**config.mk**
```make
export PLATFORM = sky130hd
export DESIGN_NAME = fault_responder
export DESIGN_NICKNAME = d
export VERILOG_FILES = /design/src/fault_resp_pkg.sv /design/src/fault_classify.sv /design/src/fault_responder.sv
export SDC_FILE = /design/constraint.sdc
export NUM_CORES = 1
export LEC_CHECK = 0
export ABC_CLOCK_PERIOD_IN_PS = 3900
export BUFFER_PORTS_ARGS = -buffer_cell sky130_fd_sc_hd__buf_2
export CORE_UTILIZATION = 43
export DETAILED_ROUTE_END_ITERATION = 8
export GPL_ROUTABILITY_DRIVEN = 0
export PLACE_DENSITY_LB_ADDON = 0.08
export RECOVER_POWER = 100
export SLEW_MARGIN = 25
export SYNTH_ARGS = -nofsm -noshare
export SYNTH_HDL_FRONTEND = slang
export SYNTH_HIERARCHICAL = 1
export SYNTH_SLANG_ARGS = --single-unit
```
**constraint.sdc**
```tcl
create_clock -name mclk -period 3.9 [get_ports mclk]
set_input_delay 0.195 -clock mclk [delete_from_list [all_inputs] [get_ports mclk]]
set_output_delay 0.195 -clock mclk [all_outputs]
set_load 0.02 [all_outputs]
```
**src/fault_resp_pkg.sv**
```systemverilog
// Constants for the software-fault access responder.
// Assumes a simple one-cycle request/answer bus facing the requester.
package fault_resp_pkg;
	// ********************************
	// Error status codes
	// ********************************
	localparam logic [7:0] ESC_NONE        = 8'h00;
	localparam logic [7:0] ESC_ILLEGAL_ADR = 8'h0D;
	localparam logic [7:0] ESC_ILLEGAL_ACC = 8'h0E;
	localparam logic [7:0] ESC_ILLEGAL_STA = 8'h0F;
	// ********************************
	// Reset values, read values and page offset width
	// ********************************
	localparam logic       ERR_EN_RESET  = 1'b0;
	localparam logic       IRQ_EN_RESET  = 1'b0;
	localparam logic [31:0] RAZ_VALUE    = 32'h0000_0000;
	localparam logic [31:0] RAO_VALUE    = 32'hFFFF_FFFF;
	localparam int          PAGE_BITS    = 16;
	// Answer class
	typedef enum logic [3:0] {
		CL_OK   = 4'b0001,
		CL_RAZ  = 4'b0010,
		CL_RAO  = 4'b0100,
		CL_ERR  = 4'b1000
	} class_t;
endpackage

```
**src/fault_classify.sv**
```systemverilog
// Classifier: decides how a single access is answered.
// Assumes all inputs are stable while req is high.
`timescale 1ns/10ps
`default_nettype none
module fault_classify
	import fault_resp_pkg::*;
(
	// Access attributes
	input  wire logic is_write,
	input  wire logic std_raz,
	input  wire logic std_rao,
	input  wire logic std_err,
	input  wire logic unalloc,
	input  wire logic read_only,
	input  wire logic page_absent,
	input  wire logic secure_reg,
	input  wire logic nonsecure,
	input  wire logic dev_off,
	input  wire logic bad_value,
	// Node controls
	input  wire logic node_present,
	input  wire logic err_en,
	// Result
	output logic      fault,
	output var class_t cls,
	output logic [7:0] code
);
	logic reserved;
	logic illegal_acc;
	logic err_ok;
	assign reserved    = unalloc | (is_write & read_only);
	assign illegal_acc = (secure_reg & nonsecure) | (is_write & bad_value);
	assign err_ok      = node_present & err_en;
	always_comb begin
		fault = 1'b1;
		cls   = CL_RAZ;
		code  = ESC_NONE;
		if (std_err) begin
			cls  = err_ok ? CL_ERR : CL_RAZ;
			code = ESC_ILLEGAL_ACC;
		end else if (std_rao) begin
			cls  = CL_RAO;
			code = ESC_ILLEGAL_ACC;
		end else if (std_raz | reserved) begin
			cls  = CL_RAZ;
			code = ESC_ILLEGAL_ACC;
		end else if (page_absent) begin
			cls  = err_ok ? CL_ERR : CL_RAZ;
			code = ESC_ILLEGAL_ADR;
		end else if (dev_off) begin
			cls  = CL_RAZ;
			code = ESC_ILLEGAL_STA;
		end else if (illegal_acc) begin
			cls  = CL_RAZ;
			code = ESC_ILLEGAL_ACC;
		end else begin
			fault = 1'b0;
			cls   = CL_OK;
		end
	end
endmodule
`default_nettype wire

```
**src/fault_responder.sv**
```systemverilog
// Top of the software-fault access responder.
// Assumes the requester holds a request for one cycle and the target supplies read data combinationally.
`timescale 1ns/10ps
`default_nettype none
module fault_responder
	import fault_resp_pkg::*;
#(
	parameter int ADDR_W    = 32,
	parameter int PBITS     = PAGE_BITS,
	parameter bit HAS_NODE  = 1'b1
)(
	// Clock and reset
	input  wire logic              mclk,
	input  wire logic              resetn,
	// Trusted configuration
	input  wire logic              cfg_we,
	input  wire logic [ADDR_W-1:0] cfg_page,
	input  wire logic              cfg_absent,
	input  wire logic              cfg_err_en,
	input  wire logic              cfg_irq_en,
	input  wire logic              cfg_trusted,
	input  wire logic              rec_clear,
	// Request from requester
	input  wire logic              req,
	input  wire logic              req_write,
	input  wire logic [ADDR_W-1:0] req_addr,
	input  wire logic [31:0]       req_wdata,
	input  wire logic              req_nonsecure,
	// Target attributes
	input  wire logic              std_raz,
	input  wire logic              std_rao,
	input  wire logic              std_err,
	input  wire logic              unalloc,
	input  wire logic              read_only,
	input  wire logic              secure_reg,
	input  wire logic              dev_off,
	input  wire logic              bad_value,
	input  wire logic [31:0]       tgt_rdata,
	// Target write
	output logic                   tgt_we,
	output logic [31:0]            tgt_wdata,
	// Answer to requester
	output logic                   rsp_valid,
	output logic [31:0]            rsp_rdata,
	output logic                   rsp_err,
	// Error record
	output logic                   rec_valid,
	output logic [7:0]             error_status_code,
	output logic                   fault_irq
);
	// ********************************
	// Reset synchroniser
	// ********************************
	logic rst_s1_q;
	logic rst_n_q;
	always_ff @(posedge mclk or negedge resetn) begin
		if (!resetn) begin
			rst_s1_q <= 1'b0;
			rst_n_q  <= 1'b0;
		end else begin
			rst_s1_q <= 1'b1;
			rst_n_q  <= rst_s1_q;
		end
	end

	// ********************************
	// Trusted configuration
	// ********************************
	logic              err_en_q;
	logic              irq_en_q;
	logic              absent_q;
	logic [ADDR_W-1:0] page_q;
	always_ff @(posedge mclk or negedge rst_n_q) begin
		if (!rst_n_q) begin
			err_en_q <= ERR_EN_RESET;
			irq_en_q <= IRQ_EN_RESET;
			absent_q <= 1'b0;
			page_q   <= '0;
		end else if (cfg_we && cfg_trusted) begin
			err_en_q <= cfg_err_en & HAS_NODE;
			irq_en_q <= cfg_irq_en & HAS_NODE;
			absent_q <= cfg_absent;
			page_q   <= cfg_page;
		end
	end

	// ********************************
	// Classification
	// ********************************
	logic              page_absent;
	logic              fault;
	class_t            cls;
	logic [7:0]        code;
	logic [ADDR_W-1:0] page_mask;
	assign page_mask   = {ADDR_W{1'b1}} << PBITS;
	assign page_absent = absent_q && ((req_addr & page_mask) == (page_q & page_mask));

	fault_classify u_cls (
		.is_write     (req_write),
		.std_raz      (std_raz),
		.std_rao      (std_rao),
		.std_err      (std_err),
		.unalloc      (unalloc),
		.read_only    (read_only),
		.page_absent  (page_absent),
		.secure_reg   (secure_reg),
		.nonsecure    (req_nonsecure),
		.dev_off      (dev_off),
		.bad_value    (bad_value),
		.node_present (HAS_NODE),
		.err_en       (err_en_q),
		.fault        (fault),
		.cls          (cls),
		.code         (code)
	);

	// ********************************
	// Target write path
	// ********************************
	always_ff @(posedge mclk or negedge rst_n_q) begin
		if (!rst_n_q) begin
			tgt_we    <= 1'b0;
			tgt_wdata <= RAZ_VALUE;
		end else begin
			tgt_we    <= req && req_write && !fault;
			tgt_wdata <= req_wdata;
		end
	end

	// ********************************
	// Answer
	// ********************************
	always_ff @(posedge mclk or negedge rst_n_q) begin
		if (!rst_n_q) begin
			rsp_valid <= 1'b0;
			rsp_rdata <= RAZ_VALUE;
			rsp_err   <= 1'b0;
		end else begin
			rsp_valid <= req;
			rsp_err   <= req && (cls == CL_ERR);
			if (!req || req_write) begin
				rsp_rdata <= RAZ_VALUE;
			end else begin
				case (cls)
					CL_OK:   rsp_rdata <= tgt_rdata;
					CL_RAO:  rsp_rdata <= RAO_VALUE;
					CL_RAZ:  rsp_rdata <= RAZ_VALUE;
					CL_ERR:  rsp_rdata <= RAZ_VALUE;
					default: rsp_rdata <= RAZ_VALUE;
				endcase
			end
		end
	end

	// ********************************
	// Error record and interrupt
	// ********************************
	logic rec_set;
	assign rec_set = HAS_NODE && req && fault;
	always_ff @(posedge mclk or negedge rst_n_q) begin
		if (!rst_n_q) begin
			rec_valid         <= 1'b0;
			error_status_code <= ESC_NONE;
		end else if (rec_set) begin
			rec_valid         <= 1'b1;                                // set wins over clear
			error_status_code <= code;
		end else if (rec_clear) begin
			rec_valid         <= 1'b0;
			error_status_code <= ESC_NONE;
		end
	end
	always_ff @(posedge mclk or negedge rst_n_q) begin
		if (!rst_n_q) begin
			fault_irq <= 1'b0;
		end else begin
			fault_irq <= (rec_set | (rec_valid & ~rec_clear)) & irq_en_q;
		end
	end
endmodule
`default_nettype wire

```
==> results of run 1 <==
## worst min-delay path by stage
| stage | to |
|---|---|
| floorplan | rst_n_q$_DFF_PN0_ |
| CTS | rsp_rdata[13]$_DFF_PN0_ |
| global route | rsp_rdata[12]$_DFF_PN0_ |
| finish | page_q[25]$_DFFE_PN0P_ |
| detailed placement | rst_s1_q$_DFF_PN0_ |
| global placement | rst_s1_q$_DFF_PN0_ |
## layout make-up
type,instances,area [um2],area share
clock inverters,7,85.1,0.0167
flip-flops and latches,98,2450,0.482
inverters,2,7.51,0.00147
well taps,105,131,0.0258
clock buffers,9,124,0.0243
repair buffers,230,1230,0.241
multi-input cells,162,1060,0.209
## flip-flops by register name, indices dropped and copies added (netlist names)
name,flops
absent_q,1
err_en_q,1
error_status_code,8
fault_irq,1
irq_en_q,1
page_q,16
rec_valid,1
rsp_err,1
rsp_rdata,32
rsp_valid,1
rst_n_q,1
rst_s1_q,1
tgt_wdata,32
tgt_we,1
## kinds of logic (layout without fill, tap and decap cells)
group	count (synthesis)	after routing	share of synthesized area
AOI/OAI and AO/OA	48	48	0.0986
and+or+nand+nor	73	73	0.114
buffers and inverters	20	248	0.0405
other	2	6	0.00199
xor gates and xnor gates	16	16	0.0372
muxes	19	19	0.0568
DFF	98	98	0.651
## cell usage in the layout (no fill, tap or decap), drive strengths merged, types with 2 or more instances in the layout
master / Yosys / routed
inv: 1 / 4
dlygate4sd3: 0 / 34
conb: 2 / 6
clkinv: 1 / 4
nand2: 21 / 21
nand4: 3 / 3
clkbuf: 4 / 92
a21oi: 33 / 33
a31oi: 2 / 2
nor2: 36 / 36
nor4: 3 / 3
and2: 2 / 2
mux2: 19 / 19
xnor2: 12 / 12
buf: 14 / 113
nor4b: 2 / 2
xor2: 4 / 4
dfrtp: 98 / 98
o21ai: 9 / 9
## worst register-to-register path: cells and delay by family (launching register included)
kind | cells | cell delay (ns)
AO/OA/AOI/OAI | 3 | 0.56
XOR/XNOR | 1 | 0.16
buffers and inverters | 1 | 0.41
flip-flops | 1 | 0.40
AND/OR/NAND/NOR | 5 | 1.60
## where the power goes
part	switching, W	total [W]	internal (W)
sequential	0.0000419	0.00112	0.00108
combinational	0.000139	0.000274	0.000135
clock	0.000373	0.000683	0.000309
total	0.000554	0.00207	0.00152
## repair_timing
| action | in CTS | in global routing |
|---|---|---|
| hold buffers | 34 | 0 |
| setup buffers | 0 | 0 |
| endpoints found under the hold margin | 35 | 0 |
## routing by layer
| metal | vias up | track usage | wire [um] |
|---|---|---|---|
| li1 | 1355 | - | - |
| met1 | 1333 | 0.229 | 3580 |
| met2 | 117 | 0.359 | 4680 |
| met3 | 14 | 0.0630 | 804 |
| met4 | 0 | 0.0833 | 174 |
| met5 | - | 0 | 0 |
## through the flow
stage,hold WS (ns),util,std cells,worst slack [ns]
2_1_floorplan,-0.101,-,280,0.968
3_3_place_gp,-0.0197,0.572,563,0.860
3_5_place_dp,-0.0181,0.572,563,0.850
4_1_cts,0.0393,0.638,613,0.799
5_1_grt,0.0406,0.610,613,0.291
6_report,0.0628,0.610,613,0.698
==> results.md, run 1 <==
* Clock Tree Buf Depth at 2
* I/O Pins at 224
* CP top delay family: simple AND/OR/NAND/NOR gates
* Final ANT Viol Nets at 0
* Post-route setup TNS at 0 ns
* CP Launch Type: flip-flop
* Slew Viols, Final at 70
* Worst Path Arrival at 3.48 ns
* Cells after Synth at roughly 280
* DRT iter0 DRCs at 30
* RSZ-0062 raised after global routing: false
* DRT Wirelength at about 9 mm
* Synthesized area at ~0.0038 mm2
* Clock sink total at 98
* DP HPWL at 6.16 mm
* Max Fclk at 312 MHz
* Tot Pwr at 0.00207 W
* Most used DFF post-synth: dfrtp_1
* CTS buffer count at 9
* Crit end category: flip-flop
* Critical-path top delay cell: nor4_1
* Failing checks: max-capacitance violations, max-slew violations
* CTS resizes at 0
* Layout fillers at between 700 and 800
* Placed Instance Area at 0.00477 mm2
* Slew of the pin with the lowest slew margin at 2.71 ns
* Clock root buffer master: clkbuf_8
* Buf+Inv Stages, Crit Path at 1
* H-tree levels at 3
* Crit path max fanout at 17
* Top cell type's share of synthesized area at 0.651
* Synth top area cells: dfrtp_1 65%, a21oi_2 7.0%, mux2_2 5.7%
* Netlist cell types at 34
* Layout cells sized above 1 at 0.370
* Most instantiated cells after synthesis: 98 x dfrtp_1, 30 x a21oi_2, 30 x nor2_2, 21 x nand2_1, 19 x mux2_2
* Worst Setup EP: rsp_rdata[5]$_DFF_PN0_
* Clock slew at reported path FFs at 0.10 ns
* Final nets at 650
* # DRC at 0
* P&R area growth vs syn at 35.1%
* Die footprint at 0.00914 mm2
* Via density at about 4.6
* Worst Skew at between 0.01 and 0.015 ns
* Die Width at 95.6 um
* Max-capacitance violation count at 1
* Cell taking the most area after synthesis: dfrtp_1
* First-pass GRT wire length at 13.8 mm
* Setup CP Type: reg2reg
* Status: finished, violations left
* Crit share post-route at 0.821
* EDFF count, synth at 0
* Hold path startpoint: cfg_page[25]
* Core area at 0.00834 mm2
* Reg2reg start: page_q[16]$_DFFE_PN0P_
* Chip Height at 95.6 um
* Count leader, synth: dfrtp_1
* Maximum VDD drop at roughly 0.21 mV
* DR WL/cell at 15.1 um
* Grt ovf at 0
* Register area share after synthesis at 0.651
* R2R setup slack at 0.70 ns
* Ys Warns at 6
* PD cells at 407 mW/mm2
* Final min period at 3.20 ns
* Final setup viols at 0
* Relative slew slack at -0.807
* Slowest stage delay, CP at 0.64 ns
* FF-to-FF path depth at 10
* Overall Global Routing Usage at 0.204
* Initial Util at 0.452
* Antenna diodes at 0
* Static Leak at 2.35 nW
* Vias in the first global route at about 2900
* Synth async-reset ratio at 1.00
* Via count at 2819
* Cell Rows at 33
* Clk_lat worst skew at 0.36 ns
* CP Cell Sequence: xor2_1 -> nor4_1 -> nand4_1 -> nor4_1 -> a21oi_1 -> o22a_1 -> nor4b_1 -> clkbuf_2 -> a21oi_1 -> nor2_2
* DR pass1 iterations at 4
* Design area at 0.00509 mm2
* Cell depth of the worst setup path at 10
* WHS Path Cells at 2
* Largest net degree at the start of global routing at 70
* CP startpoint: page_q[16]$_DFFE_PN0P_
* Final Hold Viols at 0
* TritonCTS clock tree: done
* Initial antenna violation count at 0
* Hold Path Class: in2reg
* Mean Syn Cell Area at 13.7 um2
* Worst r2r dst: rsp_rdata[5]$_DFF_PN0_
* Synth Register Bits at 98
* Crit path required time at 4.18 ns
* PortBufs at 191
No activity file was read; power rests on OpenSTA's default activity.
==> run 2, diff against run 1 <==
--- a/config.mk
+++ b/config.mk
@@ -5,9 +5,9 @@
 export SDC_FILE = /design/constraint.sdc
 export NUM_CORES = 1
 export LEC_CHECK = 0
-export ABC_CLOCK_PERIOD_IN_PS = 3900
+export ABC_CLOCK_PERIOD_IN_PS = 2600
 export BUFFER_PORTS_ARGS = -buffer_cell sky130_fd_sc_hd__buf_2
-export CORE_UTILIZATION = 43
+export CORE_UTILIZATION = 39
 export DETAILED_ROUTE_END_ITERATION = 8
 export GPL_ROUTABILITY_DRIVEN = 0
 export PLACE_DENSITY_LB_ADDON = 0.08
==> constraint.sdc (replaced) <==
create_clock -name mclk -period 2.6 [get_ports mclk]
set_input_delay 0.13 -clock mclk [delete_from_list [all_inputs] [get_ports mclk]]
set_output_delay 0.13 -clock mclk [all_outputs]
set_load 0.02 [all_outputs]
==> results.md, run 2 (synthesis results as in run 1) <==
* Final ANT Viol Nets at 0 (unchanged)
* Logic pwr share at 0.151 (+0.019)
* Register area at 0.00245 mm2 (unchanged)
* Final worst setup slack at 0.00104 ns (-0.697 ns)
* Initial Util at 0.406 (-0.0459)
* Via density at 4.46 (-3.1%)
* RSZ-0062 raised after global routing: true
* PortBufs at 191 (unchanged)
* Commonest non-fill, non-tap cell in the layout: buf_2
* Crit path max fanout at 8 (-9)
* Antenna diodes at 0 (unchanged)
* Multi-input combinational cell area at 0.00120 mm2 (+13%)
* Final Core Density at 0.626 (+0.0155)
* Cell Rows at 35 (+6.1%)
* Setup CP Type: reg2reg
* TritonCTS clock tree: done
* H-tree levels at 3 (unchanged)
* Clk_lat worst skew at 0.35 ns (about the same)
* Worst Path Arrival at 2.87 ns (-0.61 ns)
* Crit share post-route at 1.00 (+0.179)
* Largest registers: rsp_rdata: 32 flops, tgt_wdata: 32 flops, page_q: 16 flops
* Placed Instance Area at 0.00487 mm2 (+2.0%)
* Final min period at 2.60 ns (-0.603 ns)
* Clk pwr share at 0.337 (+0.008)
* Die Width at 100 um (+4.9%)
* Commonest non-fill, non-tap cells in the layout: 111 x buf_2, 98 x dfrtp_1, 81 x clkbuf_1, 75 x dlygate4sd3_1, 32 x a21oi_2
* Clock slew at reported path FFs at 0.10 ns (about the same)
* Layout cells sized above 1 at 0.410 (+0.0403)
* Design area at 0.00581 mm2 (+14%)
* Via count at 3061 (+8.6%)
* # DRC at 0 (unchanged)
* Sequential power share at 0.511 (-0.028)
* Overall Global Routing Usage at 0.183 (-0.0211)
* Final setup viols at 0 (unchanged)
* Slew Viols, Final at 0 (-100%)
* P&R area growth vs syn at 54.2%
* Tot Pwr at 0.00325 W (+57%)
* DP HPWL at 5.86 mm (-4.8%)
* First-pass GRT wire length at 14.3 mm (+3.5%)
* Crit end category: flip-flop
* Initial antenna violation count at 0 (unchanged)
* Status: finished clean
* Final Hold Viols at 0 (unchanged)
* PD cells at 559 mW/mm2 (+37%)
* Vias in the first global route at 3055 (+6.4%)
* Clock sink total at 98 (unchanged)
* Maximum VDD drop at 0.341 mV (+65%)
* DRT Wirelength at 9.17 mm (-0.67%)
* Core area at 0.00928 mm2 (+11%)
* Static Leak at 2.61 nW (+11%)
* FF-to-FF path depth at 12 (+2)
* Clock root buffer master: clkbuf_8
* Chip Height at 100 um (+4.9%)
* CP Launch Type: flip-flop
* Fin Hold WS at 0.0124 ns (-0.0504 ns)
* Sw Share at 0.255 (-0.0123)
* P_int at 0.00242 W (+59%)
* CTS buffer count at 9 (unchanged)
* Hold Path Class: in2reg
* Sw power at 0.000828 W (+50%)
* Largest net degree at the start of global routing at 70 (unchanged)
* DR WL/cell at 13.4 um (-11%)
* DRT iter0 DRCs at 41 (+37%)
* Slew of the pin with the lowest slew margin at 1.13 ns (-1.58 ns)
* Layout fillers at 843 (+8.2%)
* Worst Skew at 0.0121 ns (-0.00113 ns)
* Max Fclk at 385 MHz (+23%)
* Crit path required time at 2.87 ns (-1.31 ns)
* Clock Tree Buf Depth at 2 (unchanged)
* Final nets at 700 (+7.7%)
* I/O Pins at 224 (unchanged)
* WHS Path Cells at 2 (unchanged)
* Die footprint at 0.0101 mm2 (+10%)
* Worst slack, placed at -0.230 ns (-1.08 ns)
* Max-capacitance violation count at 0 (-1)
* DR pass1 iterations at 4 (unchanged)
* Relative slew slack at 0.247 (+1.05)
* Grt ovf at 0 (unchanged)
[run 2: critical path, stage by stage, from the launching register on]
cell and delay [ns]:
dfrtp_1 0.40, xor2_1 0.16, nor4_2 0.32, nand4_1 0.15
nor4_2 0.20, buf_4 0.18, a21oi_1 0.06, o22a_2 0.25
nor4b_4 0.30, buf_4 0.18, clkbuf_16 0.17, a21oi_2 0.06
nor2_2 0.09
[run 2: final cells by class]
type / instances / share of cell area
well taps: 129 / 0.0278
clock buffers: 10 / 0.0220
inverters: 2 / 0.00129
repair buffers: 280 / 0.303
flip-flops and latches: 98 / 0.422
multi-input cells: 162 / 0.207
clock inverters: 6 / 0.0170
[run 2: final timing paths]
kind | startpoint | to | slack [ns]
max in group asynchronous | rst_n_q$_DFF_PN0_ | rsp_rdata[21]$_DFF_PN0_ | 0.52
min | cfg_page[24] | page_q[24]$_DFFE_PN0P_ | 0.01
max reg2reg | page_q[25]$_DFFE_PN0P_ | rsp_rdata[21]$_DFF_PN0_ | 0.001
min in group asynchronous | resetn | rst_n_q$_DFF_PN0_ | 0.07
min reg2reg | rst_s1_q$_DFF_PN0_ | rst_n_q$_DFF_PN0_ | 0.36
max | page_q[25]$_DFFE_PN0P_ | rsp_rdata[21]$_DFF_PN0_ | 0.001
[run 2: per-stage QoR]
| step | setup TNS [ns] | std cells |
|---|---|---|
| global placement | -4.69 | 591 |
| CTS | 0 | 683 |
| detailed placement | -6.05 | 591 |
| global route | -4.71 | 687 |
| finish | 0 | 687 |
| floorplan | 0 | 280 |
[run 2: what timing repair did]
item	4_1_cts	5_1_grt
cloned	1	2
hold buffers	74	1
resized for setup	5	1
endpoints found under the hold margin	75	1
pin swaps	9	1
setup buffers	1	1
endpoints found under the setup margin	32	32
[run 2: power by group through the flow]
stage | Combinational [W] | Sequential, W | Clock [W]
6_report | 0.000492 | 0.00166 | 0.00110
5_1_grt | 0.000539 | 0.00168 | 0.00119
4_1_cts | 0.000512 | 0.00166 | 0.00113
3_5_place_dp | 0.000419 | 0.00169 | 0
3_3_place_gp | 0.000413 | 0.00169 | 0
2_1_floorplan | 0.000173 | 0.00176 | 0
[run 2: metal layers]
layer | wire, um | GRT usage | vias to the layer above
met3 | 681 | 0.0529 | 11
met4 | 127 | 0.0569 | 0
li1 | - | - | 1455
met1 | 3720 | 0.213 | 1476
met2 | 4640 | 0.326 | 119
met5 | 0 | 0 | -
==> run 3, diff against run 2 <==
--- a/config.mk
+++ b/config.mk
@@ -7,13 +7,13 @@
 export LEC_CHECK = 0
 export ABC_CLOCK_PERIOD_IN_PS = 2600
 export BUFFER_PORTS_ARGS = -buffer_cell sky130_fd_sc_hd__buf_2
-export CORE_UTILIZATION = 39
+export CORE_UTILIZATION = 37
 export DETAILED_ROUTE_END_ITERATION = 8
 export GPL_ROUTABILITY_DRIVEN = 0
 export PLACE_DENSITY_LB_ADDON = 0.08
 export RECOVER_POWER = 100
+export SKIP_LAST_GASP = 1
 export SLEW_MARGIN = 25
 export SYNTH_ARGS = -nofsm -noshare
 export SYNTH_HDL_FRONTEND = slang
-export SYNTH_HIERARCHICAL = 1
 export SYNTH_SLANG_ARGS = --single-unit
==> results.md, run 3 <==
* Post-route setup TNS at 0 ns (unchanged)
* CP top delay family: simple AND/OR/NAND/NOR gates
* FF-to-FF path depth at 6 (-6)
* Worst Path Arrival at 2.25 ns (-0.62 ns)
* Initial antenna violation count at 0 (unchanged)
* H-tree levels at 3 (unchanged)
* DR pass1 iterations at 5 (+1)
* Cell taking the most area after synthesis: dfrtp_1
* Worst Skew at 0.00805 ns (-0.00401 ns)
* DR WL/cell at 14.1 um (+5.7%)
* Mean Syn Cell Area at 15.4 um2 (+13%)
* Top cell type's share of synthesized area at 0.711 (+0.0606)
* Hold path startpoint: cfg_page[16]
* Initial Util at 0.390 (-0.0156)
* Reg2reg start: page_q[30]$_DFFE_PN0P_
* Netlist cell types at 33 (-2.9%)
* Vias in the first global route at 2810 (-8.0%)
* Final min period at 2.01 ns (-0.586 ns)
* Failing checks: max-capacitance violations, max-slew violations
* Synth async-reset ratio at 1.00 (unchanged)
* CP startpoint: page_q[30]$_DFFE_PN0P_
* Cell depth of the worst setup path at 6 (-6)
* Clock sink total at 93 (-5.1%)
* Synth top area cells: dfrtp_1 71%, a21o_1 6.9%, mux2_2 6.5%
* Maximum VDD drop at 0.356 mV (+4.4%)
* Tot Pwr at 0.00299 W (-8.2%)
* Chip Height at 96.0 um (-4.3%)
* Relative slew slack at -0.118 (-0.365)
* Ys Warns at 0 (-6)
* Slew of the pin with the lowest slew margin at 1.68 ns (+0.548 ns)
* Clock root buffer master: clkbuf_8
* WHS Path Cells at 2 (unchanged)
* Post-CTS setup buffers at 0 (-1)
* Die Width at 96.0 um (-4.3%)
* Buf+Inv Stages, Crit Path at 1 (-2)
* Layout cells sized above 1 at 0.323 (-0.0873)
* Final ANT Viol Nets at 0 (unchanged)
* Grt ovf at 0 (unchanged)
* Register area share after synthesis at 0.711 (+0.0606)
* First-pass GRT wire length at 12.7 mm (-11%)
* Crit path required time at 2.84 ns (-0.03 ns)
* Count leader, synth: dfrtp_1
* Max-capacitance violation count at 1 (+1)
* Critical-path top delay cell: nor3_1
* Status: finished, violations left
* # DRC at 0 (unchanged)
* Core area at 0.00838 mm2 (-9.7%)
* Final Hold Viols at 0 (unchanged)
* CTS Hold Bufs at 78 (+5.4%)
* Synthesized area at 0.00327 mm2 (-13%)
* DP HPWL at 5.32 mm (-9.2%)
* CTS buffer count at 9 (unchanged)
* EDFF count, synth at 0 (unchanged)
* Via density at 4.46 (about the same)
* Crit path max fanout at 32 (+24)
* DRT iter0 DRCs at 47 (+15%)
* Commonest non-fill, non-tap cells in the layout: 112 x buf_2, 93 x dfrtp_1, 78 x dlygate4sd3_1, 75 x clkbuf_1, 30 x a21o_1
* Sequential power share at 0.532 (+0.021)
* Largest registers: rsp_rdata: 32 flops, tgt_wdata: 32 flops, page_q: 16 flops
* DRT Wirelength at 8.34 mm (-9.1%)
* Sw Share at 0.254 (-0.000727)
* CTS resizes at 0 (-5)
* TritonCTS clock tree: done
* CP Launch Type: flip-flop
* Slowest stage delay, CP at 0.63 ns (+0.23 ns)
* Logic pwr share at 0.148 (-0.003)
* Clock Tree Buf Depth at 2 (unchanged)
* RSZ-0062 raised after global routing: false
* Antenna diodes at 0 (unchanged)
* Synth Register Bits at 93 (-5.1%)
* Fin Hold WS at 0.0186 ns (+0.00623 ns)
* Most used DFF post-synth: dfrtp_1
* Most instantiated cells after synthesis: 93 x dfrtp_1, 30 x a21o_1, 19 x mux2_2, 12 x xnor2_1
* Cells after Synth at 212 (-23%)
* Clk pwr share at 0.320 (-0.017)
* I/O Pins at 224 (unchanged)
* Layout fillers at 724 (-14%)
* Hold Path Class: in2reg
* Via count at 2635 (-14%)
* Static Leak at 2.68 nW (+2.8%)
* PortBufs at 187 (-2.1%)
* Overall Global Routing Usage at 0.186 (+0.00251)
* Largest net degree at the start of global routing at 52 (-26%)
* CP Cell Sequence: xnor2_1 -> nand4_1 -> nor3_1 -> a21oi_4 -> buf_4 -> a21o_2
* Clock slew at reported path FFs at 0.09 ns (about the same)
* Clk_lat worst skew at 0.34 ns (about the same)
* Final setup viols at 0 (unchanged)
* Final nets at 628 (-10%)
* Slew Viols, Final at 41 (+41)
* Setup CP Type: reg2reg
* Crit share post-route at 0.774 (-0.225)
* Crit end category: flip-flop
* Cell Rows at 33 (-5.7%)
* Sw power at 0.000759 W (-8.4%)
* PD cells at 578 mW/mm2 (+3.2%)
* Max Fclk at 497 MHz (+29%)
* Commonest non-fill, non-tap cell in the layout: buf_2
* Die footprint at 0.00922 mm2 (-8.3%)
* P&R area growth vs syn at 58.0%
* P_int at 0.00223 W (-8.1%)
## run 3: layout make-up
type                            count  area [um2]  share of cell area
Inverter                            4        15.0             0.00290
Sequential cell                    93        2330               0.450
Clock inverter                      7        75.1              0.0145
Tap cell                          105         131              0.0254
Timing Repair Buffer              268        1660               0.321
Multi-Input combinational cell    105         838               0.162
Clock buffer                        9         124              0.0240
## run 3: cell families (layout without fill, tap and decap cells)
group,count (synthesis),count (layout),share of synthesized area
AOI/OAI and AO/OA,44,44,0.109
DFF,93,93,0.711
buffers and inverters,17,288,0.0325
muxes,19,19,0.0654
xor gates and xnor gates,16,16,0.0428
other,2,5,0.00230
and+or+nand+nor,21,21,0.0363
## run 3: power groups by stage
stage	clock (W)	combinational, W	sequential [W]
6_report	0.000955	0.000441	0.00159
5_1_grt	0.00105	0.000483	0.00160
4_1_cts	0.000993	0.000459	0.00159
3_5_place_dp	0	0.000367	0.00162
3_3_place_gp	0	0.000362	0.00162
2_1_floorplan	0	0.000134	0.00168
## run 3: worst register-to-register path, stage by stage (launching register included)
cell	delay, ns
dfrtp_1	0.39
xnor2_1	0.17
nand4_1	0.13
nor3_1	0.63
a21oi_4	0.08
buf_4	0.26
a21o_2	0.25
## run 3: final timing paths
check                                                   end  slack, ns
setup / recovery                     rsp_rdata[0]$_DFF_PN0_       0.59
hold / removal                       page_q[16]$_DFFE_PN0P_       0.02
setup reg to reg                     rsp_rdata[0]$_DFF_PN0_       0.59
hold reg to reg                           rst_n_q$_DFF_PN0_       0.37
max in group asynchronous  error_status_code[0]$_DFFE_PN0P_       0.91
min in group asynchronous                rst_s1_q$_DFF_PN0_       0.12
## run 3: routing by layer
metal / vias to the layer above / global-route usage / share of wire / routed length [um]
li1: 1240 / - / - / -
met1: 1246 / 0.207 / 0.38 / 3150
met2: 131 / 0.318 / 0.51 / 4260
met3: 18 / 0.0671 / 0.083 / 696
met4: 0 / 0.0808 / 0.028 / 231
met5: - / 0 / 0 / 0
## run 3: stage by stage
| stage | util | setup WS (ns) | instance area [um2] | cells |
|---|---|---|---|---|
| 3_3_place_gp | 0.513 | 0.766 | 4300 | 497 |
| 4_1_cts | 0.630 | 0.748 | 5280 | 591 |
| 5_1_grt | 0.617 | 0.348 | 5170 | 591 |
| 3_5_place_dp | 0.513 | 0.757 | 4300 | 497 |
| 6_report | 0.617 | 0.587 | 5170 | 591 |
| 2_1_floorplan | - | 1.03 | 3280 | 215 |
